==> src/verilog/fbc_defines.vh <==
// Command codes, unlock addresses and bus timing for the flash command host
`ifndef FBC_DEFINES_VH
`define FBC_DEFINES_VH
`define FBC_AW            26
`define FBC_DW            16
`define FBC_CW            4
`define FBC_ADDR_U1_W     26'h0000555
`define FBC_ADDR_U2_W     26'h00002AA
`define FBC_ADDR_U1_B     26'h0000AAA
`define FBC_ADDR_U2_B     26'h0000555
`define FBC_ADDR_QRY_W    26'h0000055
`define FBC_ADDR_QRY_B    26'h00000AA
`define FBC_D_UNLOCK1     8'hAA
`define FBC_D_UNLOCK2     8'h55
`define FBC_D_RESET       8'hF0
`define FBC_D_IDENT       8'h90
`define FBC_D_QUERY       8'h98
`define FBC_D_SEC_ENTER   8'h88
`define FBC_D_SEC_EXIT2   8'h00
`define FBC_D_XREG_WR     8'h70
`define FBC_D_XREG_RD     8'h71
`define FBC_D_PROGRAM     8'hA0
`define FBC_D_BUF_LOAD    8'h25
`define FBC_D_BUF_CONFIRM 8'h29
// Command codes on cmd_op
`define FBC_OP_READ       4'h0
`define FBC_OP_RESET      4'h1
`define FBC_OP_IDENT      4'h2
`define FBC_OP_QUERY      4'h3
`define FBC_OP_SEC_ENTER  4'h4
`define FBC_OP_SEC_EXIT   4'h5
`define FBC_OP_XREG_WR    4'h6
`define FBC_OP_XREG_RD    4'h7
`define FBC_OP_PROGRAM    4'h8
`define FBC_OP_BUF_LOAD   4'h9
`define FBC_OP_BUF_DATUM  4'hA
`define FBC_OP_BUF_CONF   4'hB
`define FBC_OP_BUF_ABORT  4'hC
// Bus cycle phase lengths in ns, and cycles at 25 MHz (rounded up)
`define FBC_CLK_NS        40
`define FBC_T_SETUP_NS    40
`define FBC_T_PULSE_NS    80
`define FBC_T_HOLD_NS     40
`define FBC_CYC(ns)       (((ns) + `FBC_CLK_NS - 1) / `FBC_CLK_NS)
`define FBC_TCW           4
`endif

==> src/verilog/fbc_host.v <==
// Host-side command sequencer for a parallel flash bus
`timescale 1ns/10ps
`default_nettype none
`include "fbc_defines.vh"
module fbc_host (
  input  wire                  clk,
  input  wire                  sys_rst,
  input  wire                  cmd_valid,
  input  wire [`FBC_CW-1:0]    cmd_op,
  input  wire [`FBC_AW-1:0]    cmd_addr,
  input  wire [`FBC_DW-1:0]    cmd_data,
  input  wire                  byte_mode,
  output reg                   cmd_ready,
  output reg                   rsp_valid,
  output reg  [`FBC_DW-1:0]    rsp_data,
  output reg  [`FBC_AW-1:0]    flash_addr,
  output reg  [`FBC_DW-1:0]    flash_dq_o,
  output reg                   flash_dq_oe,
  input  wire [`FBC_DW-1:0]    flash_dq_i,
  output reg                   flash_ce_n,
  output reg                   flash_oe_n,
  output reg                   flash_we_n,
  output reg                   flash_byte_n
);
  localparam ST_IDLE  = 2'd0;
  localparam ST_SETUP = 2'd1;
  localparam ST_PULSE = 2'd2;
  localparam ST_HOLD  = 2'd3;
  // Phase lengths in clocks, cut to the timer width on purpose
  localparam integer        T_SETUP_I = `FBC_CYC(`FBC_T_SETUP_NS);
  localparam integer        T_PULSE_I = `FBC_CYC(`FBC_T_PULSE_NS);
  localparam integer        T_HOLD_I  = `FBC_CYC(`FBC_T_HOLD_NS);
  localparam [`FBC_TCW-1:0] T_SETUP   = T_SETUP_I[`FBC_TCW-1:0];
  localparam [`FBC_TCW-1:0] T_PULSE   = T_PULSE_I[`FBC_TCW-1:0];
  localparam [`FBC_TCW-1:0] T_HOLD    = T_HOLD_I[`FBC_TCW-1:0];

  reg  [1:0]            st_q;
  reg  [`FBC_TCW-1:0]   tmr_q;
  reg  [2:0]            cyc_q;
  reg  [2:0]            ncyc_q;
  reg                   rd_q;
  reg  [`FBC_CW-1:0]    op_q;
  reg  [`FBC_AW-1:0]    addr_q;
  reg  [`FBC_DW-1:0]    data_q;
  reg                   bm_q;
  reg  [`FBC_AW-1:0]    seq_a;
  reg  [`FBC_DW-1:0]    seq_d;
  reg  [2:0]            seq_n;
  wire [`FBC_AW-1:0]    u1;
  wire [`FBC_AW-1:0]    u2;
  wire [`FBC_AW-1:0]    qa;

  // Unlock addresses depend on bus width
  assign u1 = bm_q ? `FBC_ADDR_U1_B : `FBC_ADDR_U1_W;
  assign u2 = bm_q ? `FBC_ADDR_U2_B : `FBC_ADDR_U2_W;
  assign qa = bm_q ? `FBC_ADDR_QRY_B : `FBC_ADDR_QRY_W;

  // Address and data of bus cycle cyc_q for the latched command
  always @* begin
    seq_a = addr_q;
    seq_d = data_q;
    seq_n = 3'd1;
    case (op_q)
      `FBC_OP_READ: begin
        seq_n = 3'd1;
      end
      `FBC_OP_RESET, `FBC_OP_BUF_ABORT: begin
        // Plain reset, or unlock pair then F0 at 555/AAA
        if (op_q == `FBC_OP_RESET) begin
          seq_d = {8'h00, `FBC_D_RESET};
        end else begin
          seq_n = 3'd3;
          seq_a = (cyc_q == 3'd0) ? u1 : (cyc_q == 3'd1) ? u2 : u1;
          seq_d = {8'h00, (cyc_q == 3'd0) ? `FBC_D_UNLOCK1 :
                          (cyc_q == 3'd1) ? `FBC_D_UNLOCK2 : `FBC_D_RESET};
        end
      end
      `FBC_OP_QUERY: begin
        seq_a = qa | (addr_q & ~`FBC_ADDR_U1_B);
        seq_d = {8'h00, `FBC_D_QUERY};
      end
      `FBC_OP_XREG_WR: begin
        seq_n = 3'd2;
        seq_a = (cyc_q == 3'd0) ? u1 : addr_q;
        seq_d = (cyc_q == 3'd0) ? {8'h00, `FBC_D_XREG_WR} : data_q;
      end
      `FBC_OP_XREG_RD: begin
        seq_a = u1;
        seq_d = {8'h00, `FBC_D_XREG_RD};
      end
      `FBC_OP_BUF_DATUM: begin
        seq_d = data_q;
      end
      `FBC_OP_BUF_CONF: begin
        seq_d = {8'h00, `FBC_D_BUF_CONFIRM};
      end
      default: begin
        // Unlocked sequences: unlock pair, code, optional fourth cycle
        seq_n = (op_q == `FBC_OP_PROGRAM || op_q == `FBC_OP_BUF_LOAD ||
                 op_q == `FBC_OP_SEC_EXIT) ? 3'd4 : 3'd3;
        case (cyc_q)
          3'd0: begin
            seq_a = u1;
            seq_d = {8'h00, `FBC_D_UNLOCK1};
          end
          3'd1: begin
            seq_a = u2;
            seq_d = {8'h00, `FBC_D_UNLOCK2};
          end
          3'd2: begin
            seq_a = (op_q == `FBC_OP_BUF_LOAD) ? addr_q :
                    (op_q == `FBC_OP_IDENT) ? (u1 | (addr_q & ~`FBC_ADDR_U1_B)) : u1;
            case (op_q)
              `FBC_OP_IDENT:     seq_d = {8'h00, `FBC_D_IDENT};
              `FBC_OP_SEC_ENTER: seq_d = {8'h00, `FBC_D_SEC_ENTER};
              `FBC_OP_SEC_EXIT:  seq_d = {8'h00, `FBC_D_IDENT};
              `FBC_OP_PROGRAM:   seq_d = {8'h00, `FBC_D_PROGRAM};
              default:           seq_d = {8'h00, `FBC_D_BUF_LOAD};
            endcase
          end
          default: begin
            // Fourth cycle: datum, count minus one, or exit code
            seq_a = addr_q;
            seq_d = (op_q == `FBC_OP_SEC_EXIT) ? {8'h00, `FBC_D_SEC_EXIT2} : data_q;
          end
        endcase
      end
    endcase
  end

  // Bus cycle sequencer
  always @(posedge clk or posedge sys_rst) begin
    if (sys_rst) begin
      st_q <= ST_IDLE;
      tmr_q <= 4'h0;
      cyc_q <= 3'd0;
      ncyc_q <= 3'd1;
      rd_q <= 1'b0;
      op_q <= `FBC_OP_READ;
      addr_q <= 26'h0000000;
      data_q <= 16'h0000;
      bm_q <= 1'b0;
      cmd_ready <= 1'b1;
      rsp_valid <= 1'b0;
      rsp_data <= 16'h0000;
      flash_addr <= 26'h0000000;
      flash_dq_o <= 16'h0000;
      flash_dq_oe <= 1'b0;
      flash_ce_n <= 1'b1;
      flash_oe_n <= 1'b1;
      flash_we_n <= 1'b1;
      flash_byte_n <= 1'b1;
    end else begin
      rsp_valid <= 1'b0;
      case (st_q)
        ST_IDLE: begin
          if (cmd_valid) begin
            op_q <= cmd_op;
            addr_q <= cmd_addr;
            data_q <= cmd_data;
            bm_q <= byte_mode;
            flash_byte_n <= ~byte_mode;
            rd_q <= (cmd_op == `FBC_OP_READ);
            cyc_q <= 3'd0;
            cmd_ready <= 1'b0;
            tmr_q <= 4'h0;
            st_q <= ST_SETUP;
          end
        end
        ST_SETUP: begin
          // Present address and data, chip enabled
          ncyc_q <= seq_n;
          flash_addr <= seq_a;
          flash_dq_o <= seq_d;
          flash_dq_oe <= ~rd_q;
          flash_ce_n <= 1'b0;
          if (tmr_q + 4'h1 >= T_SETUP) begin
            tmr_q <= 4'h0;
            st_q <= ST_PULSE;
            flash_we_n <= rd_q;
            flash_oe_n <= ~rd_q;
          end else begin
            tmr_q <= tmr_q + 4'h1;
          end
        end
        ST_PULSE: begin
          if (tmr_q + 4'h1 >= T_PULSE) begin
            tmr_q <= 4'h0;
            st_q <= ST_HOLD;
            flash_we_n <= 1'b1;
            flash_oe_n <= 1'b1;
            if (rd_q) begin
              rsp_data <= flash_dq_i;
            end
          end else begin
            tmr_q <= tmr_q + 4'h1;
          end
        end
        default: begin
          // Hold, then next bus cycle or finish
          if (tmr_q + 4'h1 >= T_HOLD) begin
            tmr_q <= 4'h0;
            flash_dq_oe <= 1'b0;
            flash_ce_n <= 1'b1;
            if (cyc_q + 3'd1 < ncyc_q) begin
              cyc_q <= cyc_q + 3'd1;
              st_q <= ST_SETUP;
            end else begin
              rsp_valid <= 1'b1;
              cmd_ready <= 1'b1;
              st_q <= ST_IDLE;
            end
          end else begin
            tmr_q <= tmr_q + 4'h1;
          end
        end
      endcase
    end
  end
endmodule
`default_nettype wire

==> config.mk <==
export PLATFORM = sky130hd
export DESIGN_NAME = fbc_host
export DESIGN_NICKNAME = d
export VERILOG_FILES = /design/src/verilog/fbc_host.v
export VERILOG_INCLUDE_DIRS = /design/src /design/src/verilog
export SDC_FILE = /design/constraint.sdc
export NUM_CORES = 1
export LEC_CHECK = 0
export BUFFER_PORTS_ARGS = -buffer_cell sky130_fd_sc_hd__buf_2
export CAP_MARGIN = 5
export CORE_MARGIN = 2
export CORE_UTILIZATION = 57
export DETAILED_ROUTE_END_ITERATION = 10
export GPL_TIMING_DRIVEN = 0
export PLACE_DENSITY = 0.83
export SYNTH_ARGS = -nofsm -noshare
export SYNTH_HDL_FRONTEND = slang
export SYNTH_SLANG_ARGS = --single-unit
export TNS_END_PERCENT = 10
==> constraint.sdc <==
create_clock -name clk -period 10.5 [get_ports clk]
set_input_delay 1.05 -clock clk [delete_from_list [all_inputs] [get_ports clk]]
set_output_delay 1.05 -clock clk [all_outputs]
set_load 0.01 [all_outputs]
==> run_results.csv, run 1 <==
group,metric,value,unit
critical_path,setup.worst_path.end_class,"flip-flop",
floorplan,io_pins,131,
critical_path,critPathKind,"flip-flop to flip-flop",
global_route,antenna_found_initial,0,
place,dp.cells,836,
place,place_congestion,0.970,
sta,max_slew_margin,47.4,%
sta,fin_crit,2.91,ns
clocking,clock_sinks,125,
place,portBuffers,130,
route,vias_per_cell,6.08,
clocking,cts_resized,0,
route,drtPass1Iterations,5,
sta,rsz0062_at_grt,"false",
global_route,grt_first_pass_wirelength,27500,µm
logic_synthesis,synth_compound_area_share,19.7,%
sta,max_freq,344,MHz
route,drtIter0Drc,376,
clocking,cts_setup_buffers,0,
hold_path,hp-class,"flip-flop to flip-flop",
clocking,root_buffer,"clkbuf_8",
logic_synthesis,synthTopCellsByArea,"dfrtp_1 (48%), mux2_2 (12%), ha_1 (3.2%)",
logic_synthesis,synth_top_area_cell,"dfrtp_1",
route,totalWireLength,17700,µm
route,wire_per_inst,20.4,µm
sta,setup_violations,0,
floorplan,initial_core_util,57.8,%
logic_synthesis,synth_top_cell_area_share,48.0,%
floorplan,row_count,38,
clocking,hold_buffers,0,
cells_and_area,antenna_cells,0,
critical_path,cp.required,10.91,ns
route,wl_met1,7340,µm
power_and_ir_drop,power.density,360,mW/mm²
power_and_ir_drop,p_leak,3.53,nW
route,wl_met3,1110,µm
sta,report.final.slew_viol_count,0,
route,drc,0,
clocking,cts_tree,"done",
global_route,grt_pass1_vias,5343,
logic_synthesis,synth_warnings,0,
global_route,grt.overflow.total,0,
logic_synthesis,synth_fa_ha_area_share,3.22,%
cells_and_area,syn_to_final_growth,22.9,%
sta,finalCritPeriodShare,27.7,%
power_and_ir_drop,irDropWorstVdd,0.177,mV
logic_synthesis,synth_xor_area_share,0.282,%
clocking,cts_buffers,17,
critical_path,critPathLaunchType,"flip-flop",
cells_and_area,finalNonFillerCells,868,
logic_synthesis,syn_inst,565,
cells_and_area,layout.nets,797,
logic_synthesis,syn_nets,647,
status,status,"completed",
clocking,clock_latency,0.53,ns
logic_synthesis,syn_area,0.00621,mm²
flow_run,drv_cap,0,
logic_synthesis,muxShareOfSynthArea,12.1,%
logic_synthesis,synth_ff_type,"dfrtp_1",
floorplan,dieArea,0.0117,mm²
place,hpwl,12400,µm
logic_synthesis,synth_top_family_by_area,"compound AO/OA/AOI/OAI gates",
clocking,cts_max_level,4,
logic_synthesis,synth_edf_count,0,
logic_synthesis,ys_seq_area_share,50.5,%
sta,tightest_slew,0.783,ns
logic_synthesis,synth-seq-cells,125,
cells_and_area,fill_cells,818,
floorplan,die_h,108,µm
route,dr_wl_met2,8740,µm
route,dr.max_layer_used,"met4",
clocking,cts_buffer_depth,2,
global_route,grt_max_degree,79,
logic_synthesis,avgSynthCellArea,11.0,µm²
critical_path,path_max_fanout,10,
floorplan,core,0.0107,mm²
sta,final.setup.tns,0,ns
sta,hold_viol,0,
sta,finalClockSkew,0.00648,ns
clocking,cts.reportedPaths.clkPinSlew,0.06,ns
global_route,grt_usage,31.0,%
floorplan,die_w,108,µm
critical_path,arrival,3.32,ns
logic_synthesis,synthSimpleGateAreaFrac,10.5,%
route,via_count,5280,
logic_synthesis,ys_async_sr_fraction,100,%
cells_and_area,drive_gt1_share,35.6,%
logic_synthesis,synth_cell_types,68,
route,drtAntennaViolNets,0,
stage by stage:
stage               instance area [µm²]  power (mW)  worst slack (ns)  hold WS [ns]  util, %
floorplan                          6210        1.72              6.13         0.449        -
global placement                   7040        2.09              4.98         0.464     65.5
detailed placement                 7070        2.15              7.66         0.469     65.8
CTS                                7630        2.73              7.64         0.478     71.0
global route                       7630        2.92              7.43         0.503     71.0
finish                             7630        2.75              7.59         0.476     71.0
cells in the final DEF (no fill, tap or decap), types with 5 or more instances in the layout:
cell type	n
a21oi_1	26
dfrtp_1	119
o2bb2ai_1	11
nand3_1	5
nand2b_1	11
mux2_2	65
nor2b_1	7
o22a_1	5
a22o_1	14
a31oi_1	12
nor2_1	29
o31ai_1	8
nor3_1	9
nand2_1	40
o22ai_1	13
o21ai_0	28
clkinvlp_4	5
buf_2	140
dfstp_2	6
ha_1	16
clkbuf_1	21
inv_1	20
clkbuf_16	16
inv_6	8
critical path, stage by stage (launching register included):
cell and delay, ns:
dfrtp_1 0.44, clkbuf_1 0.43, nand2b_1 0.23, inv_1 0.16
ha_1 0.24, a2111o_1 0.34, o32ai_2 0.50, o311ai_2 0.21
o22a_1 0.23
path summary, 6_finish.rpt:
kind / startpoint / endpoint / slack, ns / cells past startpoint
min in group asynchronous: sys_rst / rsp_data[4]$_DFFE_PP0P_ / 0.54 / 2
worst max register to register: cyc_q[2]$_DFFE_PP0P_ / flash_addr[4]$_DFFE_PP0P_ / 7.59 / 8
worst min register to register: ncyc_q[0]$_DFFE_PP1P_ / ncyc_q[0]$_DFFE_PP1P_ / 0.48 / 2
max in group asynchronous: sys_rst / flash_byte_n$_DFFE_PP1P_ / 9.21 / 3
worst max-delay path: cyc_q[2]$_DFFE_PP0P_ / flash_addr[4]$_DFFE_PP0P_ / 7.59 / 8
worst min-delay path: ncyc_q[0]$_DFFE_PP1P_ / ncyc_q[0]$_DFFE_PP1P_ / 0.48 / 2
power by group:
| part | leakage, nW | internal [mW] | switching [mW] |
|---|---|---|---|
| logic | 1.73 | 0.539 | 0.799 |
| clock network | 0.263 | 0.322 | 0.246 |
| registers | 1.54 | 0.702 | 0.142 |
| total | 3.53 | 1.56 | 1.19 |
sequential cells by signal, indices dropped and copies added (netlist names):
| register | count |
|---|---|
| addr_q | 26 |
| bm_q | 1 |
| cmd_ready | 1 |
| cyc_q | 3 |
| data_q | 16 |
| flash_addr | 26 |
| flash_byte_n | 1 |
| flash_ce_n | 1 |
| flash_dq_o | 16 |
| flash_dq_oe | 1 |
| flash_oe_n | 1 |
| flash_we_n | 1 |
| ncyc_q | 3 |
| op_q | 4 |
| rd_q | 1 |
| rsp_data | 16 |
| rsp_valid | 1 |
| st_q | 2 |
| tmr_q | 4 |
kinds of logic (layout without fill, tap and decap cells):
| family | after synthesis | count (layout) |
|---|---|---|
| compound gates | 168 | 168 |
| simple gates | 129 | 129 |
| flops | 125 | 125 |
| mux | 67 | 67 |
| buf+inv | 58 | 221 |
| fa+ha+maj | 16 | 16 |
| xor+xnor | 2 | 2 |
Yosys cell counts, drive strengths merged (3+ instances only):
cell,n
nor2b,7
o22ai,13
nand2,40
a31oi,12
inv,21
o211ai,4
a41oi,3
nor2,29
mux2,65
a22o,14
nand3,5
a21o,3
ha,16
clkbuf,21
nand2b,11
o31ai,8
a311oi,3
a21boi,4
a221oi,3
dfrtp,119
nand3b,3
a21oi,27
nor3,9
a211oi,4
and2,4
buf,14
or2,3
a2bb2oi,4
o21bai,3
o2bb2ai,11
o22a,5
dfstp,6
and3,4
o21ai,28
metal layers:
layer  vias up  GRT usage (%)
met2       223           51.0
li1       2389              -
met3        37           5.97
met1      2631           40.5
met5         -              0
met4         0           12.4
layout make-up:
type / instances / area [µm²] / share of cell area, %
clock inverters: 15 / 151 / 1.98
repair buffers: 131 / 678 / 8.88
inverters: 23 / 91.3 / 1.20
multi-input cells: 382 / 2840 / 37.3
flip-flops and latches: 125 / 3140 / 41.1
plain buffers: 35 / 144 / 1.88
well taps: 140 / 175 / 2.29
clock buffers: 17 / 414 / 5.43
Note: power is estimated with default switching activity, not from simulation.
==> run 2: changes to the inputs <==
--- a/config.mk
+++ b/config.mk
@@ -9,10 +9,10 @@
 export BUFFER_PORTS_ARGS = -buffer_cell sky130_fd_sc_hd__buf_2
 export CAP_MARGIN = 5
 export CORE_MARGIN = 2
-export CORE_UTILIZATION = 57
+export CORE_UTILIZATION = 55
 export DETAILED_ROUTE_END_ITERATION = 10
 export GPL_TIMING_DRIVEN = 0
-export PLACE_DENSITY = 0.83
+export PLACE_DENSITY = 0.8
 export SYNTH_ARGS = -nofsm -noshare
 export SYNTH_HDL_FRONTEND = slang
 export SYNTH_SLANG_ARGS = --single-unit
==> constraint.sdc (replaced) <==
create_clock -name clk -period 2.7 [get_ports clk]
set_input_delay 0.27 -clock clk [delete_from_list [all_inputs] [get_ports clk]]
set_output_delay 0.27 -clock clk [all_outputs]
set_load 0.01 [all_outputs]
==> run_results.csv, run 2 (same netlist as run 1, synthesis figures left out) <==
group,metric,value,unit
status,status,"completed",
floorplan,initial_core_util,56.8,%
route,drtPass1Iterations,5,
floorplan,io_pins,131,
global_route,grt_first_pass_wirelength,27300,µm
clocking,cts_max_level,4,
route,drtIter0Drc,461,
critical_path,arrival,2.91,ns
critical_path,setup.worst_path.end_class,"flip-flop",
global_route,grt_max_degree,44,
floorplan,row_count,38,
hold_path,hp-class,"input port to flip-flop",
global_route,grt.overflow.total,0,
sta,max_slew_margin,41.8,%
global_route,grt_pass1_vias,5254,
clocking,cts_buffers,17,
critical_path,reg2reg_slack,0.12,ns
critical_path,path_delay_family,"compound AO/OA/AOI/OAI gates",
critical_path,cpMaxStageDelayCell,"a221oi_1",
sta,report.final.slew_viol_count,0,
cells_and_area,antenna_cells,0,
power_and_ir_drop,power.density,1390,mW/mm²
route,totalWireLength,17700,µm
power_and_ir_drop,internal_power,6.17,mW
critical_path,critPathLaunchType,"flip-flop",
floorplan,die_h,110,µm
power_and_ir_drop,clkPwrFrac,20.0,%
clocking,cts_tree,"done",
place,portBuffers,130,
cells_and_area,drive_gt1_share,36.3,%
critical_path,critPathKind,"flip-flop to flip-flop",
floorplan,dieArea,0.0122,mm²
power_and_ir_drop,p_leak,3.56,nW
route,wire_per_inst,20.3,µm
sta,finalCritPeriodShare,95.4,%
clocking,clock_sinks,125,
cells_and_area,syn_to_final_growth,23.8,%
clocking,cts.reportedPaths.clkPinSlew,0.06,ns
critical_path,max_stage_delay,0.47,ns
critical_path,cp.required,3.03,ns
sta,max_freq,388,MHz
sta,timing.final.ws_setup,0.124,ns
critical_path,cp_cell_sequence,"inv_1 -> ha_1 -> nor2b_1 -> clkbuf_1 -> o21ai_0 -> a221oi_1 -> o31ai_1 -> a41oi_1",
sta,fin_crit,2.58,ns
sta,tightest_slew,0.871,ns
clocking,root_buffer,"clkbuf_16",
floorplan,die_w,110,µm
place,place_congestion,0.921,
route,via_count,5277,
place,dp_slack,-0.111,ns
power_and_ir_drop,finalPower,10.7,mW
power_and_ir_drop,p_sw_share,42.3,%
power_and_ir_drop,irDropWorstVdd,0.743,mV
route,drtAntennaViolNets,0,
cells_and_area,reg_top3,"addr_q x26, flash_addr x26",
sta,hold_viol,0,
sta,setup_violations,0,
cells_and_area,final_common_cell,"buf_2",
sta,whs,0.0266,ns
power_and_ir_drop,p_switching,4.52,mW
clocking,cts_setup_buffers,0,
clocking,clock_latency,0.42,ns
power_and_ir_drop,combinationalPowerShare,49.3,%
cells_and_area,layout.nets,800,
place,hpwl,12600,µm
critical_path,path_buf_inv,2,
global_route,antenna_found_initial,0,
power_and_ir_drop,seqPwrFrac,30.7,%
flow_run,drv_cap,0,
floorplan,core,0.0109,mm²
cells_and_area,final_cell_mix,"buf_2 (140), dfrtp_1 (119), mux2_2 (65), nand2_1 (40)",
route,drc,0,
clocking,cts_buffer_depth,2,
sta,rsz0062_at_grt,"true",
critical_path,path_max_fanout,10,
route,vias_per_cell,6.06,
global_route,grt_usage,30.4,%
sta,final.setup.tns,0,ns
sta,finalClockSkew,0.00629,ns
[run 2: cell types whose count changed in the layout (fill, tap and decap cells not counted), sizes merged]
cell	change
clkbuf	+4
clkinv	+6
buf	+2
inv	-10
dlygate4sd3	+1
[run 2: path summary, 6_finish.rpt]
path                                            start                         to  depth (start not counted)
min in group asynchronous                     sys_rst   rsp_data[11]$_DFFE_PP0P_                          3
worst max-delay path             cyc_q[0]$_DFFE_PP0P_  flash_addr[8]$_DFFE_PP0P_                          8
worst min-delay path                        byte_mode   flash_byte_n$_DFFE_PP1P_                          2
max in group asynchronous                     sys_rst   flash_byte_n$_DFFE_PP1P_                          5
worst max register to register   cyc_q[0]$_DFFE_PP0P_  flash_addr[8]$_DFFE_PP0P_                          8
worst min register to register  ncyc_q[0]$_DFFE_PP1P_      ncyc_q[0]$_DFFE_PP1P_                          2
[run 2: worst reg2reg max path: stages (launching register included)]
cell and delay, ns:
dfrtp_1 0.43, inv_1 0.10, ha_1 0.25, nor2b_1 0.25, clkbuf_1 0.45, o21ai_0 0.15
a221oi_1 0.47, o31ai_1 0.15, a41oi_1 0.23
[run 2: per-layer routing]
layer | global-route usage, % | vias to the layer above | part of all wire (%)
met5 | 0 | - | 0
met4 | 11.0 | 0 | 1.8
met3 | 8.23 | 26 | 6.9
met2 | 48.6 | 221 | 49
met1 | 40.0 | 2642 | 43
li1 | - | 2388 | -
[run 2: layout make-up]
| cell class | count | area (µm²) |
|---|---|---|
| fill | 820 | 3250 |
| buffer | 35 | 146 |
| clock inverter | 11 | 93.8 |
| multi-input combinational | 382 | 2870 |
| timing repair buffer | 134 | 721 |
| clock buffer | 21 | 460 |
| sequential | 125 | 3140 |
| inverter | 23 | 90.1 |
| tap | 140 | 175 |
[run 2: power by group through the flow]
stage	logic [mW]	clock network, mW	registers [mW]
2_1_floorplan	3.38	0	3.33
3_3_place_gp	4.94	0	3.23
3_5_place_dp	5.10	0	3.27
4_1_cts	5.13	2.16	3.26
5_1_grt	5.71	2.25	3.37
6_report	5.27	2.14	3.28
[run 2: timing repair]
item / 4_1_cts / 5_1_grt
endpoints found under the setup margin: 9 / 31
gates resized for setup: 1 / 7
hold buffers: 1 / 0
hold endpoints to repair: 18 / 0
pin swaps: 0 / 1
[run 2: metrics by stage]
step | util [%] | instance area, µm² | cells
2_1_floorplan | - | 6210 | 565
3_3_place_gp | 64.4 | 7040 | 835
4_1_cts | 70.1 | 7660 | 871
3_5_place_dp | 64.9 | 7100 | 838
6_report | 70.3 | 7690 | 871
5_1_grt | 70.3 | 7690 | 871
